<file path="src/pkg/hkc_pkg.sv">
package hkc_pkg;
   // Data path widths
   localparam int          RES_W        = 12;
   localparam int          RES_HI_W     = 4;
   localparam int          RES_LO_W     = 8;
   localparam int          CHAN_W       = 3;
   localparam int          RATE_W       = 3;
   localparam int          CNT_W        = 32;

   // Converter settle time after power-up, in ns
   localparam int          SETTLE_NS    = 1000;
   localparam int          CLK_NS       = 5;
   localparam int          SETTLE_CYC   = (SETTLE_NS + CLK_NS - 1) / CLK_NS;

   // Base tick of the periodic rate counter, in ns
   localparam int          TICK_NS      = 1000;
   localparam int          TICK_CYC     = (TICK_NS + CLK_NS - 1) / CLK_NS;

   // Power-off delay after a threshold shutdown event, in us
   localparam int          OFF_DLY_US   = 1000;
   localparam int          OFF_DLY_CYC  = (OFF_DLY_US * 1000) / CLK_NS;

   // Reset values of the held results and flags
   localparam logic [11:0] RES_RST      = 12'h000;
   localparam logic        FLAG_RST     = 1'b0;

   typedef enum logic [1:0] {HKC_SRC_MAN, HKC_SRC_SLOT0, HKC_SRC_SLOT1} hkc_src_t;
   typedef enum logic [1:0] {HKC_IDLE, HKC_WARM, HKC_CONV} hkc_state_t;
endpackage

</file>
<file path="src/rtl/hkc_slot.sv">
`timescale 1ns/100ps
module hkc_slot #(
   parameter int unsigned OFF_DLY = hkc_pkg::OFF_DLY_CYC
) (
   input  wire logic                         clk,
   input  wire logic                         rst_n,
   input  wire logic                         limit_shutdown_enable,
   input  wire logic                         limit_polarity,
   input  wire logic [hkc_pkg::RES_HI_W-1:0] limit_high_part,
   input  wire logic [hkc_pkg::RES_LO_W-1:0] limit_low_part,
   input  wire logic                         result_valid,
   input  wire logic [hkc_pkg::RES_W-1:0]    result,
   input  wire logic                         flag_clear,
   output logic [hkc_pkg::RES_HI_W-1:0]      periodic_result_high,
   output logic [hkc_pkg::RES_LO_W-1:0]      periodic_result_low,
   output logic                              periodic_slot_flag,
   output logic                              power_off_request
);
   import hkc_pkg::*;

   logic [RES_W-1:0] limit;
   logic             trip;
   logic             dly_run_r;
   logic [CNT_W-1:0] dly_cnt_r;

   // Threshold assembled from its two parts
   assign limit = {limit_high_part, limit_low_part};

   // Polarity 1 trips above the limit, 0 trips below it
   assign trip = result_valid && (limit_polarity ? (result > limit) : (result < limit));

   // Latest result kept per slot, apart from the manual result
   always_ff @(posedge clk or negedge rst_n) begin
      if (!rst_n) begin
         periodic_result_high <= RES_RST[11:8];
         periodic_result_low  <= RES_RST[7:0];
      end else if (result_valid) begin
         periodic_result_high <= result[11:8];
         periodic_result_low  <= result[7:0];
      end
   end

   // Sticky flag; a trip in the clearing cycle wins
   always_ff @(posedge clk or negedge rst_n) begin
      if (!rst_n) begin
         periodic_slot_flag <= FLAG_RST;
      end else if (trip) begin
         periodic_slot_flag <= 1'b1;
      end else if (flag_clear) begin
         periodic_slot_flag <= 1'b0;
      end
   end

   // Delay before power-off; clearing the flag cancels it
   always_ff @(posedge clk or negedge rst_n) begin
      if (!rst_n) begin
         dly_run_r         <= 1'b0;
         dly_cnt_r         <= '0;
         power_off_request <= 1'b0;
      end else if (trip && limit_shutdown_enable && !dly_run_r && !power_off_request) begin
         dly_run_r <= 1'b1;
         dly_cnt_r <= '0;
      end else if (dly_run_r && flag_clear && !trip) begin
         dly_run_r <= 1'b0;
      end else if (dly_run_r) begin
         if (dly_cnt_r == CNT_W'(OFF_DLY - 1)) begin
            dly_run_r         <= 1'b0;
            power_off_request <= 1'b1;
         end else begin
            dly_cnt_r <= dly_cnt_r + 1'b1;
         end
      end
   end
endmodule

</file>
<file path="src/rtl/hkc_sequencer.sv">
`timescale 1ns/100ps
// Behaviour
// - Converter powered on demand, or kept powered
// - Manual done interrupt passes only when unmasked
// - Start bit runs one conversion, sets done
// - Result is 12 bits, high 4, low 8
// - Periodic conversions of chosen channel at rate
// - Periodic result compared with 12-bit limit
// - Polarity selects above or below trip
// - Enabled shutdown powers off after delay
// - Limit trip sets periodic slot flag
// - Periodic runs only when enabled, own results
// - Second periodic slot behaves like the first
module hkc_sequencer #(
   parameter int unsigned POWER_OFF_DELAY = hkc_pkg::OFF_DLY_CYC
) (
   input  wire logic                         clk,
   input  wire logic                         rst_n,
   // Manual conversion control
   input  wire logic                         manual_mode_enable,
   input  wire logic [hkc_pkg::CHAN_W-1:0]   manual_channel_select,
   input  wire logic                         manual_start_bit,
   input  wire logic                         converter_keep_powered,
   output logic [hkc_pkg::RES_HI_W-1:0]      manual_result_high,
   output logic [hkc_pkg::RES_LO_W-1:0]      manual_result_low,
   // Periodic control, slot 0
   input  wire logic                         periodic_slot_enable0,
   input  wire logic [hkc_pkg::CHAN_W-1:0]   periodic_channel_select0,
   input  wire logic [hkc_pkg::RES_HI_W-1:0] limit_high_part0,
   input  wire logic [hkc_pkg::RES_LO_W-1:0] limit_low_part0,
   input  wire logic                         limit_polarity0,
   input  wire logic                         limit_shutdown_enable0,
   output logic [hkc_pkg::RES_HI_W-1:0]      periodic_result_high0,
   output logic [hkc_pkg::RES_LO_W-1:0]      periodic_result_low0,
   // Periodic control, second slot
   input  wire logic                         periodic_slot_enable1,
   input  wire logic [hkc_pkg::CHAN_W-1:0]   periodic_channel_select1,
   input  wire logic [hkc_pkg::RES_HI_W-1:0] limit_high_part1,
   input  wire logic [hkc_pkg::RES_LO_W-1:0] limit_low_part1,
   input  wire logic                         limit_polarity1,
   input  wire logic                         limit_shutdown_enable1,
   output logic [hkc_pkg::RES_HI_W-1:0]      periodic_result_high1,
   output logic [hkc_pkg::RES_LO_W-1:0]      periodic_result_low1,
   // Shared rate
   input  wire logic [hkc_pkg::RATE_W-1:0]   periodic_rate_count,
   // Interrupt status, clear and mask, bit 0 manual, 1 slot0, 2 slot1
   input  wire logic [2:0]                   irq_mask_third,
   input  wire logic [2:0]                   irq_clear_third,
   output logic [2:0]                        irq_status_third,
   output logic                              irq_out,
   // Shutdown toward the power state machine
   output logic                              power_off_request,
   // Converter core
   output logic                              core_power_on,
   output logic                              core_start,
   output logic [hkc_pkg::CHAN_W-1:0]        core_channel,
   input  wire logic                         core_done,
   input  wire logic [hkc_pkg::RES_W-1:0]    core_result
);
   import hkc_pkg::*;

   hkc_state_t       state_r;
   hkc_src_t         src_r;
   logic             man_pend_r;
   logic [1:0]       slot_pend_r;
   logic             powered_r;
   logic [CNT_W-1:0] warm_cnt_r;
   logic [CNT_W-1:0] tick_cnt_r;
   logic [RATE_W:0]  rate_cnt_r;
   logic             period_hit;
   logic             any_slot_en;
   logic             grab;
   hkc_src_t         grab_src;
   logic             manual_done_flag;
   logic             man_done;
   logic [1:0]       slot_valid;
   logic [1:0]       slot_off;
   logic [1:0]       slot_flag;

   assign any_slot_en = periodic_slot_enable0 | periodic_slot_enable1;

   // Rate divider: base tick, then (rate + 1) ticks per period
   // At-or-above test so a lowered rate acts at the next tick, not after a wrap
   assign period_hit = (tick_cnt_r == CNT_W'(TICK_CYC - 1)) &&
                       (rate_cnt_r >= {1'b0, periodic_rate_count});

   always_ff @(posedge clk or negedge rst_n) begin
      if (!rst_n) begin
         tick_cnt_r <= '0;
         rate_cnt_r <= '0;
      end else if (!any_slot_en) begin
         tick_cnt_r <= '0;
         rate_cnt_r <= '0;
      end else if (tick_cnt_r == CNT_W'(TICK_CYC - 1)) begin
         tick_cnt_r <= '0;
         rate_cnt_r <= period_hit ? '0 : rate_cnt_r + 1'b1;
      end else begin
         tick_cnt_r <= tick_cnt_r + 1'b1;
      end
   end

   // Arbitration; manual first, then slot 0, then the second slot
   always_comb begin
      grab     = 1'b0;
      grab_src = HKC_SRC_MAN;
      if (state_r == HKC_IDLE) begin
         if (man_pend_r) begin
            grab = 1'b1;
         end else if (slot_pend_r[0]) begin
            grab     = 1'b1;
            grab_src = HKC_SRC_SLOT0;
         end else if (slot_pend_r[1]) begin
            grab     = 1'b1;
            grab_src = HKC_SRC_SLOT1;
         end
      end
   end

   // Manual request; the start bit is ignored outside manual mode
   always_ff @(posedge clk or negedge rst_n) begin
      if (!rst_n) begin
         man_pend_r <= 1'b0;
      end else if (!manual_mode_enable) begin
         man_pend_r <= 1'b0;
      end else if (manual_start_bit) begin
         man_pend_r <= 1'b1;
      end else if (grab && grab_src == HKC_SRC_MAN) begin
         man_pend_r <= 1'b0;
      end
   end

   // Periodic requests; a disabled slot drops its pending request
   always_ff @(posedge clk or negedge rst_n) begin
      if (!rst_n) begin
         slot_pend_r <= 2'b00;
      end else begin
         if (!periodic_slot_enable0) begin
            slot_pend_r[0] <= 1'b0;
         end else if (period_hit) begin
            slot_pend_r[0] <= 1'b1;
         end else if (grab && grab_src == HKC_SRC_SLOT0) begin
            slot_pend_r[0] <= 1'b0;
         end
         if (!periodic_slot_enable1) begin
            slot_pend_r[1] <= 1'b0;
         end else if (period_hit) begin
            slot_pend_r[1] <= 1'b1;
         end else if (grab && grab_src == HKC_SRC_SLOT1) begin
            slot_pend_r[1] <= 1'b0;
         end
      end
   end

   // Sequencer: settle the core if cold, then one conversion
   always_ff @(posedge clk or negedge rst_n) begin
      if (!rst_n) begin
         state_r    <= HKC_IDLE;
         src_r      <= HKC_SRC_MAN;
         warm_cnt_r <= '0;
         core_start <= 1'b0;
      end else begin
         core_start <= 1'b0;
         unique case (state_r)
            HKC_IDLE: begin
               if (grab) begin
                  src_r      <= grab_src;
                  warm_cnt_r <= '0;
                  if (powered_r) begin
                     state_r    <= HKC_CONV;
                     core_start <= 1'b1;
                  end else begin
                     state_r <= HKC_WARM;
                  end
               end
            end
            HKC_WARM: begin
               if (warm_cnt_r == CNT_W'(SETTLE_CYC - 1)) begin
                  state_r    <= HKC_CONV;
                  core_start <= 1'b1;
               end else begin
                  warm_cnt_r <= warm_cnt_r + 1'b1;
               end
            end
            HKC_CONV: begin
               if (core_done && !core_start) begin
                  state_r <= HKC_IDLE;
               end
            end
         endcase
      end
   end

   // Channel latched at launch so it holds through the conversion
   always_ff @(posedge clk or negedge rst_n) begin
      if (!rst_n) begin
         core_channel <= '0;
      end else if (grab) begin
         unique case (grab_src)
            HKC_SRC_MAN:   core_channel <= manual_channel_select;
            HKC_SRC_SLOT0: core_channel <= periodic_channel_select0;
            HKC_SRC_SLOT1: core_channel <= periodic_channel_select1;
            default:       core_channel <= manual_channel_select;
         endcase
      end
   end

   // Power on demand; keep-powered skips the settle wait once one conversion has run while it is set
   assign core_power_on = converter_keep_powered || (state_r != HKC_IDLE);

   always_ff @(posedge clk or negedge rst_n) begin
      if (!rst_n) begin
         powered_r <= 1'b0;
      end else if (!converter_keep_powered) begin
         powered_r <= 1'b0;
      end else if (state_r == HKC_WARM && warm_cnt_r == CNT_W'(SETTLE_CYC - 1)) begin
         powered_r <= 1'b1;
      end else if (state_r == HKC_CONV) begin
         powered_r <= 1'b1;
      end
   end

   // Completion routed to its requester
   assign man_done      = (state_r == HKC_CONV) && core_done && !core_start &&
                          (src_r == HKC_SRC_MAN);
   assign slot_valid[0] = (state_r == HKC_CONV) && core_done && !core_start &&
                          (src_r == HKC_SRC_SLOT0);
   assign slot_valid[1] = (state_r == HKC_CONV) && core_done && !core_start &&
                          (src_r == HKC_SRC_SLOT1);

   // Manual result split into high nibble and low byte
   always_ff @(posedge clk or negedge rst_n) begin
      if (!rst_n) begin
         manual_result_high <= RES_RST[11:8];
         manual_result_low  <= RES_RST[7:0];
      end else if (man_done) begin
         manual_result_high <= core_result[11:8];
         manual_result_low  <= core_result[7:0];
      end
   end

   // Done flag sticky; a completion in the clearing cycle wins
   always_ff @(posedge clk or negedge rst_n) begin
      if (!rst_n) begin
         manual_done_flag <= FLAG_RST;
      end else if (man_done) begin
         manual_done_flag <= 1'b1;
      end else if (irq_clear_third[0]) begin
         manual_done_flag <= 1'b0;
      end
   end

   // Identical periodic slots
   hkc_slot #(.OFF_DLY(POWER_OFF_DELAY)) u_slot0 (
      .clk                   (clk),
      .rst_n                 (rst_n),
      .limit_shutdown_enable (limit_shutdown_enable0),
      .limit_polarity        (limit_polarity0),
      .limit_high_part       (limit_high_part0),
      .limit_low_part        (limit_low_part0),
      .result_valid          (slot_valid[0]),
      .result                (core_result),
      .flag_clear            (irq_clear_third[1]),
      .periodic_result_high  (periodic_result_high0),
      .periodic_result_low   (periodic_result_low0),
      .periodic_slot_flag    (slot_flag[0]),
      .power_off_request     (slot_off[0])
   );

   hkc_slot #(.OFF_DLY(POWER_OFF_DELAY)) u_slot1 (
      .clk                   (clk),
      .rst_n                 (rst_n),
      .limit_shutdown_enable (limit_shutdown_enable1),
      .limit_polarity        (limit_polarity1),
      .limit_high_part       (limit_high_part1),
      .limit_low_part        (limit_low_part1),
      .result_valid          (slot_valid[1]),
      .result                (core_result),
      .flag_clear            (irq_clear_third[2]),
      .periodic_result_high  (periodic_result_high1),
      .periodic_result_low   (periodic_result_low1),
      .periodic_slot_flag    (slot_flag[1]),
      .power_off_request     (slot_off[1])
   );

   // Status and masked interrupt; a set mask bit blocks the event
   assign irq_status_third  = {slot_flag, manual_done_flag};
   assign irq_out           = |(irq_status_third & ~irq_mask_third);
   assign power_off_request = |slot_off;
endmodule

</file>
<file path="config.mk">
export PLATFORM = sky130hd
export DESIGN_NAME = hkc_sequencer
export DESIGN_NICKNAME = d
export VERILOG_FILES = /design/src/pkg/hkc_pkg.sv /design/src/rtl/hkc_slot.sv /design/src/rtl/hkc_sequencer.sv
export SDC_FILE = /design/constraint.sdc
export NUM_CORES = 1
export LEC_CHECK = 0
export BUFFER_PORTS_ARGS = -buffer_cell sky130_fd_sc_hd__buf_2
export CAP_MARGIN = 20
export CORE_MARGIN = 5
export CORE_UTILIZATION = 40
export CTS_CLUSTER_SIZE = 28
export DETAILED_ROUTE_END_ITERATION = 16
export SLEW_MARGIN = 20
export SYNTH_ARGS = -nofsm -noshare
export SYNTH_HDL_FRONTEND = slang
export SYNTH_SLANG_ARGS = --single-unit
</file>
<file path="constraint.sdc">
create_clock -name clk -period 2.35 [get_ports clk]
set_input_delay 0.47 -clock clk [delete_from_list [all_inputs] [get_ports clk]]
set_output_delay 0.47 -clock clk [all_outputs]
set_load 0.005 [all_outputs]
</file>
==> summary.md, run 1 <==
| Metric | Value |
|---|---|
| Max Cap Viol | 0 |
| First-pass GRT wire length | 44,600 um |
| Clock root buffer | clkbuf_16 |
| Final Setup Violations | 65 |
| Critical path fanouts, max | 13 |
| CTS Buf Count | 17 |
| Vias | 8,929 |
| Layout Cells excl Fill | 1,652 |
| CTS max path bufs | 2 |
| PortBufs | 111 |
| N_diodes | 0 |
| Syn_area_per_cell | 9.47 um^2 |
| Min Tclk post-route | 2.61 ns |
| PnR Total Power | 8.12 mW |
| Fill cells | 2,249 |
| Drc violations | 0 |
| Clock transition at path regs | 0.08 ns |
| Register area share after synthesis | 45.9% |
| Die area | 28,800 um^2 |
| Final instance area | 13,500 um^2 |
| Die span in y | 170 um |
| Netlist cell types | 65 |
| Main combinational cell family by area after synthesis | simple AND/OR/NAND/NOR gates |
| Grt ovf | 0 |
| Synthesis warning total | 0 |
| Leakage | 6.51 nW |
| CP arrival | 2.91 ns |
| CP required | 2.65 ns |
| Wire per inst | 16.2 um |
| Mux share of post-synthesis cell area | 5.02% |
| Simple-gate share of the synthesized area | 25.6% |
| Endpoint class of the critical path | flop |
| Pins Over Slew Limit | 0 |
| Worst setup margin | -0.262 ns |
| Pin count of the biggest net entering global routing | 52 |
| #FFs+latches synth | 187 |
| Detailed placement HPWL | 18,800 um |
| Hold/Removal Path Class | input pin to flop |
| Power Density | 603 nW/um^2 |
| RSZ-0062 raised after global routing | true |
| Dominant synthesized flop cell | dfrtp_1 |
| Final Util | 53.5% |
| Crit start category | flop |
| Post-synthesis async set-or-reset flop share | 100% |
| Area grow syn2layout | 32.0% |
| Post-synth EDFFs | 0 |
| Core ar. | 25,200 um^2 |
| Slew @ Worst Pin | 0.700 ns |
| Fmax | 383 MHz |
| Nets | 1,413 |
| Area of the mapped netlist | 10,200 um^2 |
| Final WL | 26,800 um |
| WS Path Type | flop to flop |
| Placed cells | 1,590 |
| Die W | 170 um |
| Status | finished, violations left |
| Layout cell share with drive strength beyond 1 | 30.9% |
| CTS tree | built |
| Placed Area | 12,100 um^2 |
| Num rows | 58 |
| Hold_ws | 0.213 ns |
| Worst r2r src | state_r[0] |
| GRT Total Usage | 18.8% |
| Xor/xnor share of the synthesized area | 4.89% |
| Max rail drop VDD | 429 uV |
| Clk sinks | 187 |
| Gpl congestion | 0.859 |
| Setup Skew | 0.0177 ns |
| Failing checks | setup timing |
| Mapped Nets | 1,181 |
| Setup TNS | -9.21 ns |
| Initial antenna violation count | 0 |
| Post-route ant nets | 0 |
| Starting density of the core | 40.5% |
| Worst-Skew Late Latency | 0.44 ns |
| Tcrit/Tclk final | 111% |
| Vias in the first global route | 8,916 |
| Post-synthesis compound-gate area fraction | 10.1% |
| Pre-CTS setup slack | -0.520 ns |
| Initial DRC Count | 532 |
| IO Pins | 112 |
| Max-slew headroom | 53.2% |
| Final Hold Viols | 0 |
| Synth Area in Adders | 4.66% |
| Post-DR vias/cell | 5.40 |
| Hold path start | irq_clear_third[0] |
| H-tree depth reported by CTS | 4 |
| DRT Pass-1 Iters | 5 |
| Syn Inst Count | 1,077 |
| Start point of the critical path | state_r[0] |
## layout by cell type (no fill, tap or decap), types with 18 or more instances in the layout
master / n
dfrtp_1: 187
ha_1: 28
xor2_1: 41
inv_1: 57
nand2_1: 124
or3_1: 37
nand3_1: 56
nor2_1: 83
a21oi_1: 24
nand4_1: 41
o21ai_0: 35
clkbuf_16: 18
buf_4: 112
mux2i_1: 23
nor4_1: 20
buf_2: 107
and3_1: 20
## flip-flops by register name, summed over array words and instances, names as in the netlist, 2 cells and up
register / flops
tick_cnt_r: 32
u_slot0.dly_cnt_r: 32
u_slot1.dly_cnt_r: 32
warm_cnt_r: 32
manual_result_low: 8
u_slot0.periodic_result_low: 8
u_slot1.periodic_result_low: 8
manual_result_high: 4
rate_cnt_r: 4
u_slot0.periodic_result_high: 4
u_slot1.periodic_result_high: 4
core_channel: 3
slot_pend_r: 2
src_r: 2
state_r: 2
## cell type report
class / count / area (um^2) / area share (%)
Clock inverter: 13 / 124 / 0.920
Sequential cell: 187 / 4680 / 34.7
Multi-Input combinational cell: 794 / 5730 / 42.6
Clock buffer: 19 / 453 / 3.36
Timing Repair Buffer: 248 / 1830 / 13.6
Tap cell: 330 / 413 / 3.07
Inverter: 61 / 236 / 1.76
## cell usage after synthesis, types with 12 or more instances
library cell | count | area, um^2
dfrtp_1 | 187 | 4680
xor2_1 | 41 | 359
a21oi_1 | 37 | 185
xnor2_1 | 16 | 140
or3_1 | 45 | 282
ha_1 | 38 | 475
nor4_1 | 24 | 150
mux2_2 | 25 | 282
clkbuf_1 | 25 | 93.8
mux2i_1 | 23 | 230
o211ai_1 | 16 | 120
o31ai_1 | 12 | 90.1
nand3_1 | 63 | 315
nand4_1 | 41 | 257
nand2_1 | 128 | 480
inv_1 | 61 | 229
and3_1 | 22 | 138
o21ai_0 | 44 | 220
nor2_1 | 90 | 338
nor3_1 | 16 | 80.1
## report_power, final
part / internal, mW / total (mW) / switching [mW]
Clock: 1.46 / 2.86 / 1.39
Sequential: 3.50 / 3.71 / 0.202
Combinational: 0.769 / 1.56 / 0.788
Total: 5.74 / 8.12 / 2.38
## final timing paths
path / end / slack (ns) / depth (start not counted)
min in group asynchronous: u_slot0.dly_cnt_r[0] / 0.55 / 2
worst min-delay path: manual_done_flag / 0.21 / 2
max in group asynchronous: manual_result_low[4] / 1.14 / 3
worst min register to register: core_channel[2] / 0.48 / 2
worst max register to register: u_slot1.dly_cnt_r[16] / -0.26 / 10
worst max-delay path: u_slot1.dly_cnt_r[16] / -0.26 / 10
## kinds of logic after synthesis
family / after synthesis
buffers and inverters: 97
XOR/XNOR: 57
multiplexers: 48
AND/OR/NAND/NOR: 494
flip-flops: 187
AO/OA/AOI/OAI: 156
adder cells (fa/ha/maj): 38
## critical path, cell delays in order, from the launching register on
cell      delay (ns)
dfrtp_1         0.39
inv_2           0.09
ha_4            0.13
and3b_1         0.16
and3_4          0.22
or3b_4          0.39
o41ai_4         0.33
o211ai_4        0.12
buf_12          0.18
o311ai_1        0.33
o41ai_2         0.14
## what timing repair did
action                                  4_1_cts  5_1_grt
endpoints found under the setup margin       60       95
endpoints found under the hold margin        25        0
pin swaps                                    23       20
hold buffers                                  1        0
gates resized for setup                      52       72
buffers inserted                             20       10
cloned                                        4        0
## per-layer routing
| metal | track usage [%] | part of all wire (%) | vias to the layer above |
|---|---|---|---|
| met1 | 25.8 | 47 | 4402 |
| met5 | 0 | 0 | - |
| li1 | - | - | 4328 |
| met2 | 30.4 | 48 | 166 |
| met3 | 3.42 | 3.6 | 33 |
| met4 | 5.64 | 1.8 | 0 |
Note: power is estimated with default switching activity, not from simulation.
==> inputs of run 2 (changes only) <==
--- a/config.mk
+++ b/config.mk
@@ -7,6 +7,7 @@
 export LEC_CHECK = 0
 export BUFFER_PORTS_ARGS = -buffer_cell sky130_fd_sc_hd__buf_2
 export CAP_MARGIN = 20
+export CORE_ASPECT_RATIO = 2
 export CORE_MARGIN = 5
 export CORE_UTILIZATION = 40
 export CTS_CLUSTER_SIZE = 28
==> summary.md, run 2 (synthesis results as in run 1) <==
| Metric | Value |
|---|---|
| Power Density | 606 nW/um^2 (was 603 nW/um^2) |
| Layout Cells excl Fill | 1,675 (was 1,652) |
| Clock transition at path regs | 0.07 ns (was 0.08 ns) |
| Comb pwr share | 18.2% (was 19.2%) |
| Starting density of the core | 40.6% (was 40.5%) |
| Crit start category | flop (unchanged) |
| Vias | 9,137 (was 8,929) |
| Detailed placement HPWL | 20,600 um (was 18,800 um) |
| Initial DRC Count | 528 (was 532) |
| Commonest cells after routing, fill and taps aside | dfrtp_1, nand2_1, buf_4, buf_2, nor2_1 (unchanged) |
| Post-DR vias/cell | 5.45 (was 5.40) |
| Layout cell share with drive strength beyond 1 | 32.3% (was 30.9%) |
| Die W | 123 um (was 170 um) |
| Vias in the first global route | 9,395 (was 8,916) |
| CTS max path bufs | 2 (unchanged) |
| GRT Total Usage | 20.2% (was 18.8%) |
| Setup TNS | -5.52 ns (was -9.21 ns) |
| Fmax | 389 MHz (was 383 MHz) |
| Start point of the critical path | state_r[0] (unchanged) |
| Critical path fanouts, max | 8 (was 13) |
| Max rail drop VDD | 492 uV (was 429 uV) |
| Endpoint class of the critical path | flop (unchanged) |
| Grt ovf | 0 (unchanged) |
| First-pass GRT wire length | 46,300 um (was 44,600 um) |
| Setup Skew | 0.00789 ns (was 0.0177 ns) |
| WS Path Type | flop to flop (unchanged) |
| CTS Buf Count | 17 (unchanged) |
| CP required | 2.67 ns (was 2.65 ns) |
| Max Cap Viol | 0 (unchanged) |
| Wire per inst | 17.5 um (was 16.2 um) |
| DRT Pass-1 Iters | 5 (unchanged) |
| Tcrit/Tclk final | 109% (was 111%) |
| Hold_ws | 0.0193 ns (was 0.213 ns) |
| Internal power | 6.15 mW (was 5.74 mW) |
| PortBufs | 111 (unchanged) |
| Status | finished, violations left (unchanged) |
| Core ar. | 25,100 um^2 (was 25,200 um^2) |
| Worst setup margin | -0.220 ns (was -0.262 ns) |
| Cts hold-fix bufs | 0 (was 1) |
| Num rows | 82 (was 58) |
| Commonest non-fill, non-tap cell in the layout | dfrtp_1 (unchanged) |
| Gpl congestion | 0.812 (was 0.859) |
| Power share of the clock group | 37.7% (was 35.2%) |
| Hold/Removal Path Class | input pin to async pin (was input pin to flop) |
| Fill cells | 2,213 (was 2,249) |
| Worst r2r src | state_r[0] (unchanged) |
| Post-route ant nets | 0 (unchanged) |
| Reg area | 4680 um^2 (unchanged) |
| Drc violations | 0 (unchanged) |
| Placed cells | 1,603 (was 1,590) |
| Clock root buffer | clkbuf_16 (unchanged) |
| Sequential fraction of design power | 44.1% (was 45.6%) |
| NetSw | 2.24 mW (was 2.38 mW) |
| CP arrival | 2.89 ns (was 2.91 ns) |
| Worst-Skew Late Latency | 0.45 ns (was 0.44 ns) |
| Die span in y | 236 um (was 170 um) |
| Max-slew headroom | 50.4% (was 53.2%) |
| H-tree depth reported by CTS | 4 (unchanged) |
| Pins Over Slew Limit | 0 (unchanged) |
| Clk sinks | 187 (unchanged) |
| Area of the multi-input gates | 5750 um^2 (was 5730 um^2) |
| Pin count of the biggest net entering global routing | 65 (was 52) |
| N_diodes | 0 (unchanged) |
| IO Pins | 112 (unchanged) |
| CTS tree | built (unchanged) |
| Final WL | 29,400 um (was 26,800 um) |
| Area grow syn2layout | 35.6% (was 32.0%) |
| Slew @ Worst Pin | 0.742 ns (was 0.700 ns) |
| Final Setup Violations | 51 (was 65) |
| Die area | 29,000 um^2 (was 28,800 um^2) |
| RSZ-0062 raised after global routing | true (unchanged) |
| Min Tclk post-route | 2.57 ns (was 2.61 ns) |
| Failing checks | setup timing (unchanged) |
| Initial antenna violation count | 0 (unchanged) |
| Net Sw Frac | 26.7% (was 29.4%) |
| Leakage | 6.69 nW (was 6.51 nW) |
| Final Hold Viols | 0 (unchanged) |
| Nets | 1,432 (was 1,413) |
-- run 2: changes by cell type in the layout (fill, tap and decap cells not counted), moves of 6 or more --
cell / previous run / this run
buf_8: 0 / 6
o21ai_1: 12 / 5
mux2_2: 13 / 25
mux2_4: 12 / 0
o21ai_2: 0 / 8
-- run 2: worst max-delay path, cell delays in order, from the launching register on --
cell      delay [ns]
dfrtp_1         0.40
inv_2           0.08
ha_4            0.12
and3b_1         0.14
and3_4          0.18
or3b_4          0.38
o41ai_4         0.20
buf_4           0.18
o211ai_4        0.10
buf_12          0.17
buf_8           0.13
o311ai_4        0.28
nand2_1         0.08
-- run 2: final timing paths --
kind | slack, ns | to | depth (start not counted)
min in group clk | 0.23 | manual_done_flag | 2
min reg2reg | 0.47 | u_slot0.periodic_result_high[3] | 2
min | 0.02 | u_slot0.periodic_result_low[7] | 1
max in group asynchronous | 1.67 | warm_cnt_r[12] | 2
max reg2reg | -0.22 | u_slot1.dly_cnt_r[17] | 12
max | -0.22 | u_slot1.dly_cnt_r[17] | 12
-- run 2: metrics by stage --
step / utilization (%) / worst slack (ns) / power, mW / area (um^2)
after floorplan: - / -0.264 / 4.44 / 10400
after global placement: 48.3 / -0.549 / 5.15 / 12100
after detailed placement: 48.3 / -0.589 / 5.18 / 12100
after CTS: 52.6 / -0.216 / 8.42 / 13200
after global routing: 55.1 / -0.324 / 8.80 / 13800
final: 55.1 / -0.220 / 8.39 / 13800
-- run 2: repair_timing --
action | in CTS | in global routing
setup endpoints to repair | 60 | 92
gates resized for setup | 46 | 88
pin swaps | 38 | 34
buffers inserted | 17 | 19
gates cloned | 4 | 5
-- run 2: final cells by class --
cell class	instances	share of cell area, %
multi-input combinational	793	41.6
sequential	187	33.8
inverter	61	1.75
clock buffer	20	3.23
clock inverter	10	1.37
tap	336	3.04
timing repair buffer	268	15.3
-- run 2: metal layers --
| layer | part of all wire, % | vias up | track usage [%] |
|---|---|---|---|
| li1 | - | 4358 | - |
| met1 | 34 | 4545 | 19.8 |
| met2 | 59 | 163 | 39.5 |
| met3 | 3.1 | 71 | 3.69 |
| met4 | 4.1 | 0 | 8.91 |
| met5 | 0 | - | 0 |
-- run 2: power by group through the flow --
stage	Combinational [mW]	Sequential [mW]	Clock [mW]
6_report	1.52	3.70	3.17
3_5_place_dp	1.43	3.76	0
4_1_cts	1.48	3.70	3.24
5_1_grt	1.70	3.73	3.37
3_3_place_gp	1.41	3.74	0
2_1_floorplan	0.689	3.75	0
==> inputs of run 3 (changes only) <==
--- a/config.mk
+++ b/config.mk
@@ -12,6 +12,7 @@
 export CORE_UTILIZATION = 40
 export CTS_CLUSTER_SIZE = 28
 export DETAILED_ROUTE_END_ITERATION = 16
+export PLACE_DENSITY = 0.62
 export SLEW_MARGIN = 20
 export SYNTH_ARGS = -nofsm -noshare
 export SYNTH_HDL_FRONTEND = slang
==> summary.md, run 3 (synthesis results as in run 1) <==
| Metric | Value |
|---|---|
| Die W | 123 um (unchanged) |
| RR Endpoint | u_slot1.dly_cnt_r[5] (was u_slot1.dly_cnt_r[17]) |
| Peak-usage layer in the global routing report | met2 (unchanged) |
| Fill cells | 2,313 (was 2,213) |
| Hold path start | irq_clear_third[0] |
| Pin count of the biggest net entering global routing | 52 (was 65) |
| Final WL | 27,200 um (was 29,400 um) |
| WS Path Type | flop to flop (unchanged) |
| Clk sinks | 187 (unchanged) |
| NetSw | 2.22 mW (was 2.24 mW) |
| Hold/Removal Path Class | input pin to flop (was input pin to async pin) |
| Met1 usage | 19.3% (was 19.8%) |
| Internal power | 5.63 mW (was 6.15 mW) |
| Crit path buffers/inverters | 3 (was 4) |
| PortBufs | 111 (unchanged) |
| PnR Total Power | 7.85 mW (was 8.39 mW) |
| First-pass GRT wire length | 44,500 um (was 46,300 um) |
| Final Hold Viols | 0 (unchanged) |
| Grt ovf | 0 (unchanged) |
| Area grow syn2layout | 28.9% (was 35.6%) |
| Final Setup Violations | 40 (was 51) |
| Failing checks | setup timing (unchanged) |
| Max Cap Viol | 0 (unchanged) |
| Worst setup margin | -0.155 ns (was -0.220 ns) |
| Clock transition at path regs | 0.07 ns (about the same) |
| Hold_ws | 0.199 ns (was 0.0193 ns) |
| Net Sw Frac | 28.3% (was 26.7%) |
| RSZ-0062 raised after global routing | true (unchanged) |
| Top Family by Delay on Critical Path | simple AND/OR/NAND/NOR gates (unchanged) |
| Area of the multi-input gates | 5580 um^2 (was 5750 um^2) |
| CP required | 2.66 ns (was 2.67 ns) |
| Commonest cells after routing, fill and taps aside | dfrtp_1, nand2_1, buf_2, buf_4, nor2_1 (was dfrtp_1, nand2_1, buf_4, buf_2, nor2_1) |
| Final Util | 52.3% (was 55.1%) |
| Detailed placement HPWL | 20,100 um (was 20,600 um) |
| H-tree depth reported by CTS | 4 (unchanged) |
| GR Util met3 | 3.00% (was 3.69%) |
| Crit start category | flop (unchanged) |
| Vias in the first global route | 9,249 (was 9,395) |
| Setup Skew | 0.00691 ns (was 0.00789 ns) |
| Tcrit/Tclk final | 107% (was 109%) |
| Critical path's largest stage delay | 0.39 ns (was 0.40 ns) |
| CP max-delay cell | or3b_4 (was dfrtp_1) |
| Pins Over Slew Limit | 0 (unchanged) |
| Worst hold stages | 2 |
| Drc violations | 0 (unchanged) |
| Placed cells | 1,591 (was 1,603) |
| Worst R2R Setup Slack | -0.16 ns (was -0.22 ns) |
| Clock root buffer | clkbuf_16 (unchanged) |
| Min Tclk post-route | 2.51 ns (was 2.57 ns) |
| Critical path fanouts, max | 7 (was 8) |
| Sequential fraction of design power | 47.0% (was 44.1%) |
| IO Pins | 112 (unchanged) |
| Worst Reg-to-Reg Cells | 11 (was 12) |
| Met2 usage | 36.7% (was 39.5%) |
| Nets | 1,398 (was 1,432) |
| Worst-Skew Late Latency | 0.45 ns (about the same) |
| Max rail drop VDD | 408 uV (was 492 uV) |
| Vias | 8,914 (was 9,137) |
| Initial DRC Count | 355 (was 528) |
| Hold path endpoint | manual_done_flag |
| Endpoint class of the critical path | flop (unchanged) |
| Core ar. | 25,100 um^2 (unchanged) |
| CTS Buf Count | 17 (unchanged) |
| Initial antenna violation count | 1 (was 0) |
| Post-route ant nets | 0 (unchanged) |
| Reg area | 4680 um^2 (unchanged) |
| Max-slew headroom | 51.7% (was 50.4%) |
| Worst r2r src | state_r[0] (unchanged) |
| Comb pwr share | 19.1% (was 18.2%) |
| Layout Cells excl Fill | 1,644 (was 1,675) |
| Wire per inst | 16.5 um (was 17.5 um) |
| DRT Pass-1 Iters | 4 (was 5) |
| Layout cell share with drive strength beyond 1 | 28.5% (was 32.3%) |
| Starting density of the core | 40.6% (unchanged) |
| Status | finished, violations left (unchanged) |
| Leakage | 6.37 nW (was 6.69 nW) |
| Gpl congestion | 0.851 (was 0.812) |
| Power share of the clock group | 33.9% (was 37.7%) |
| CTS max path bufs | 2 (unchanged) |
| Slew @ Worst Pin | 0.723 ns (was 0.742 ns) |
| Setup TNS | -3.83 ns (was -5.52 ns) |
| CP cell instances | inv_2 -> ha_4 -> and3b_1 -> and3_4 -> or3b_4 -> o41ai_4 -> o211ai_4 -> buf_12 -> buf_8 -> o211ai_1 -> o31ai_1 (was inv_2 -> ha_4 -> and3b_1 -> and3_4 -> or3b_4 -> o41ai_4 -> buf_4 -> o211ai_4 -> buf_12 -> buf_8 -> o311ai_4 -> nand2_1) |
| Power Density | 597 nW/um^2 (was 606 nW/um^2) |
| CP arrival | 2.81 ns (was 2.89 ns) |
| Num rows | 82 (unchanged) |
| CTS tree | built (unchanged) |
| Fmax | 399 MHz (was 389 MHz) |
| Die area | 29,000 um^2 (unchanged) |
| GRT Total Usage | 19.3% (was 20.2%) |
| Post-DR vias/cell | 5.42 (was 5.45) |
| Commonest non-fill, non-tap cell in the layout | dfrtp_1 (unchanged) |
| Die span in y | 236 um (unchanged) |
## run 3: metrics by stage
step                setup slack, ns  area [um^2]
global placement             -0.544        12100
finish                       -0.155        13100
CTS                          -0.145        12900
floorplan                    -0.264        10400
detailed placement           -0.584        12100
global route                 -0.265        13100
## run 3: cell type report
class / instances / area share [%]
Multi-Input combinational cell: 793 / 42.4
Sequential cell: 187 / 35.6
Timing Repair Buffer: 234 / 13.0
Clock buffer: 21 / 3.50
Tap cell: 336 / 3.20
Inverter: 61 / 1.80
Clock inverter: 11 / 0.542
Antenna cell: 1 / 0.0190
## run 3: per-layer routing
layer  routed length, um  vias up
met4                1250        0
met2               15500      152
li1                    -     4288
met1                9720     4390
met5                   0        -
met3                 743       84
## run 3: what timing repair did
action,4_1_cts,5_1_grt
gates resized for setup,40,39
pin swaps,15,17
setup endpoints to repair,55,75
hold endpoints to repair,48,0
hold buffers,1,0
gates cloned,2,0
buffers inserted,5,13
## run 3: worst register-to-register path, cell delays in order, from the launching register on
cell,delay [ns]
dfrtp_1,0.38
inv_2,0.08
ha_4,0.13
and3b_1,0.15
and3_4,0.20
or3b_4,0.39
o41ai_4,0.29
o211ai_4,0.13
buf_12,0.18
buf_8,0.14
o211ai_1,0.18
o31ai_1,0.11
## run 3: power by group through the flow
stage	Combinational, mW	Sequential [mW]	Clock (mW)
floorplan	0.689	3.75	0
global placement	1.41	3.74	0
detailed placement	1.43	3.75	0
CTS	1.47	3.69	2.75
global route	1.67	3.72	2.87
finish	1.50	3.69	2.66
## run 3: how the worst max path moves through the flow
stage                  startpoint                     to  slack [ns]  cells past startpoint
2_1_floorplan  limit_low_part0[1]   u_slot0.dly_cnt_r[2]       -0.26                     11
3_3_place_gp   limit_low_part0[1]  u_slot0.dly_cnt_r[21]       -0.54                     12
3_5_place_dp   limit_low_part0[1]  u_slot0.dly_cnt_r[31]       -0.58                     12
4_1_cts                state_r[0]  u_slot1.dly_cnt_r[23]       -0.14                     10
5_1_grt                state_r[0]  u_slot1.dly_cnt_r[16]       -0.26                      9
6_report               state_r[0]   u_slot1.dly_cnt_r[5]       -0.16                     11
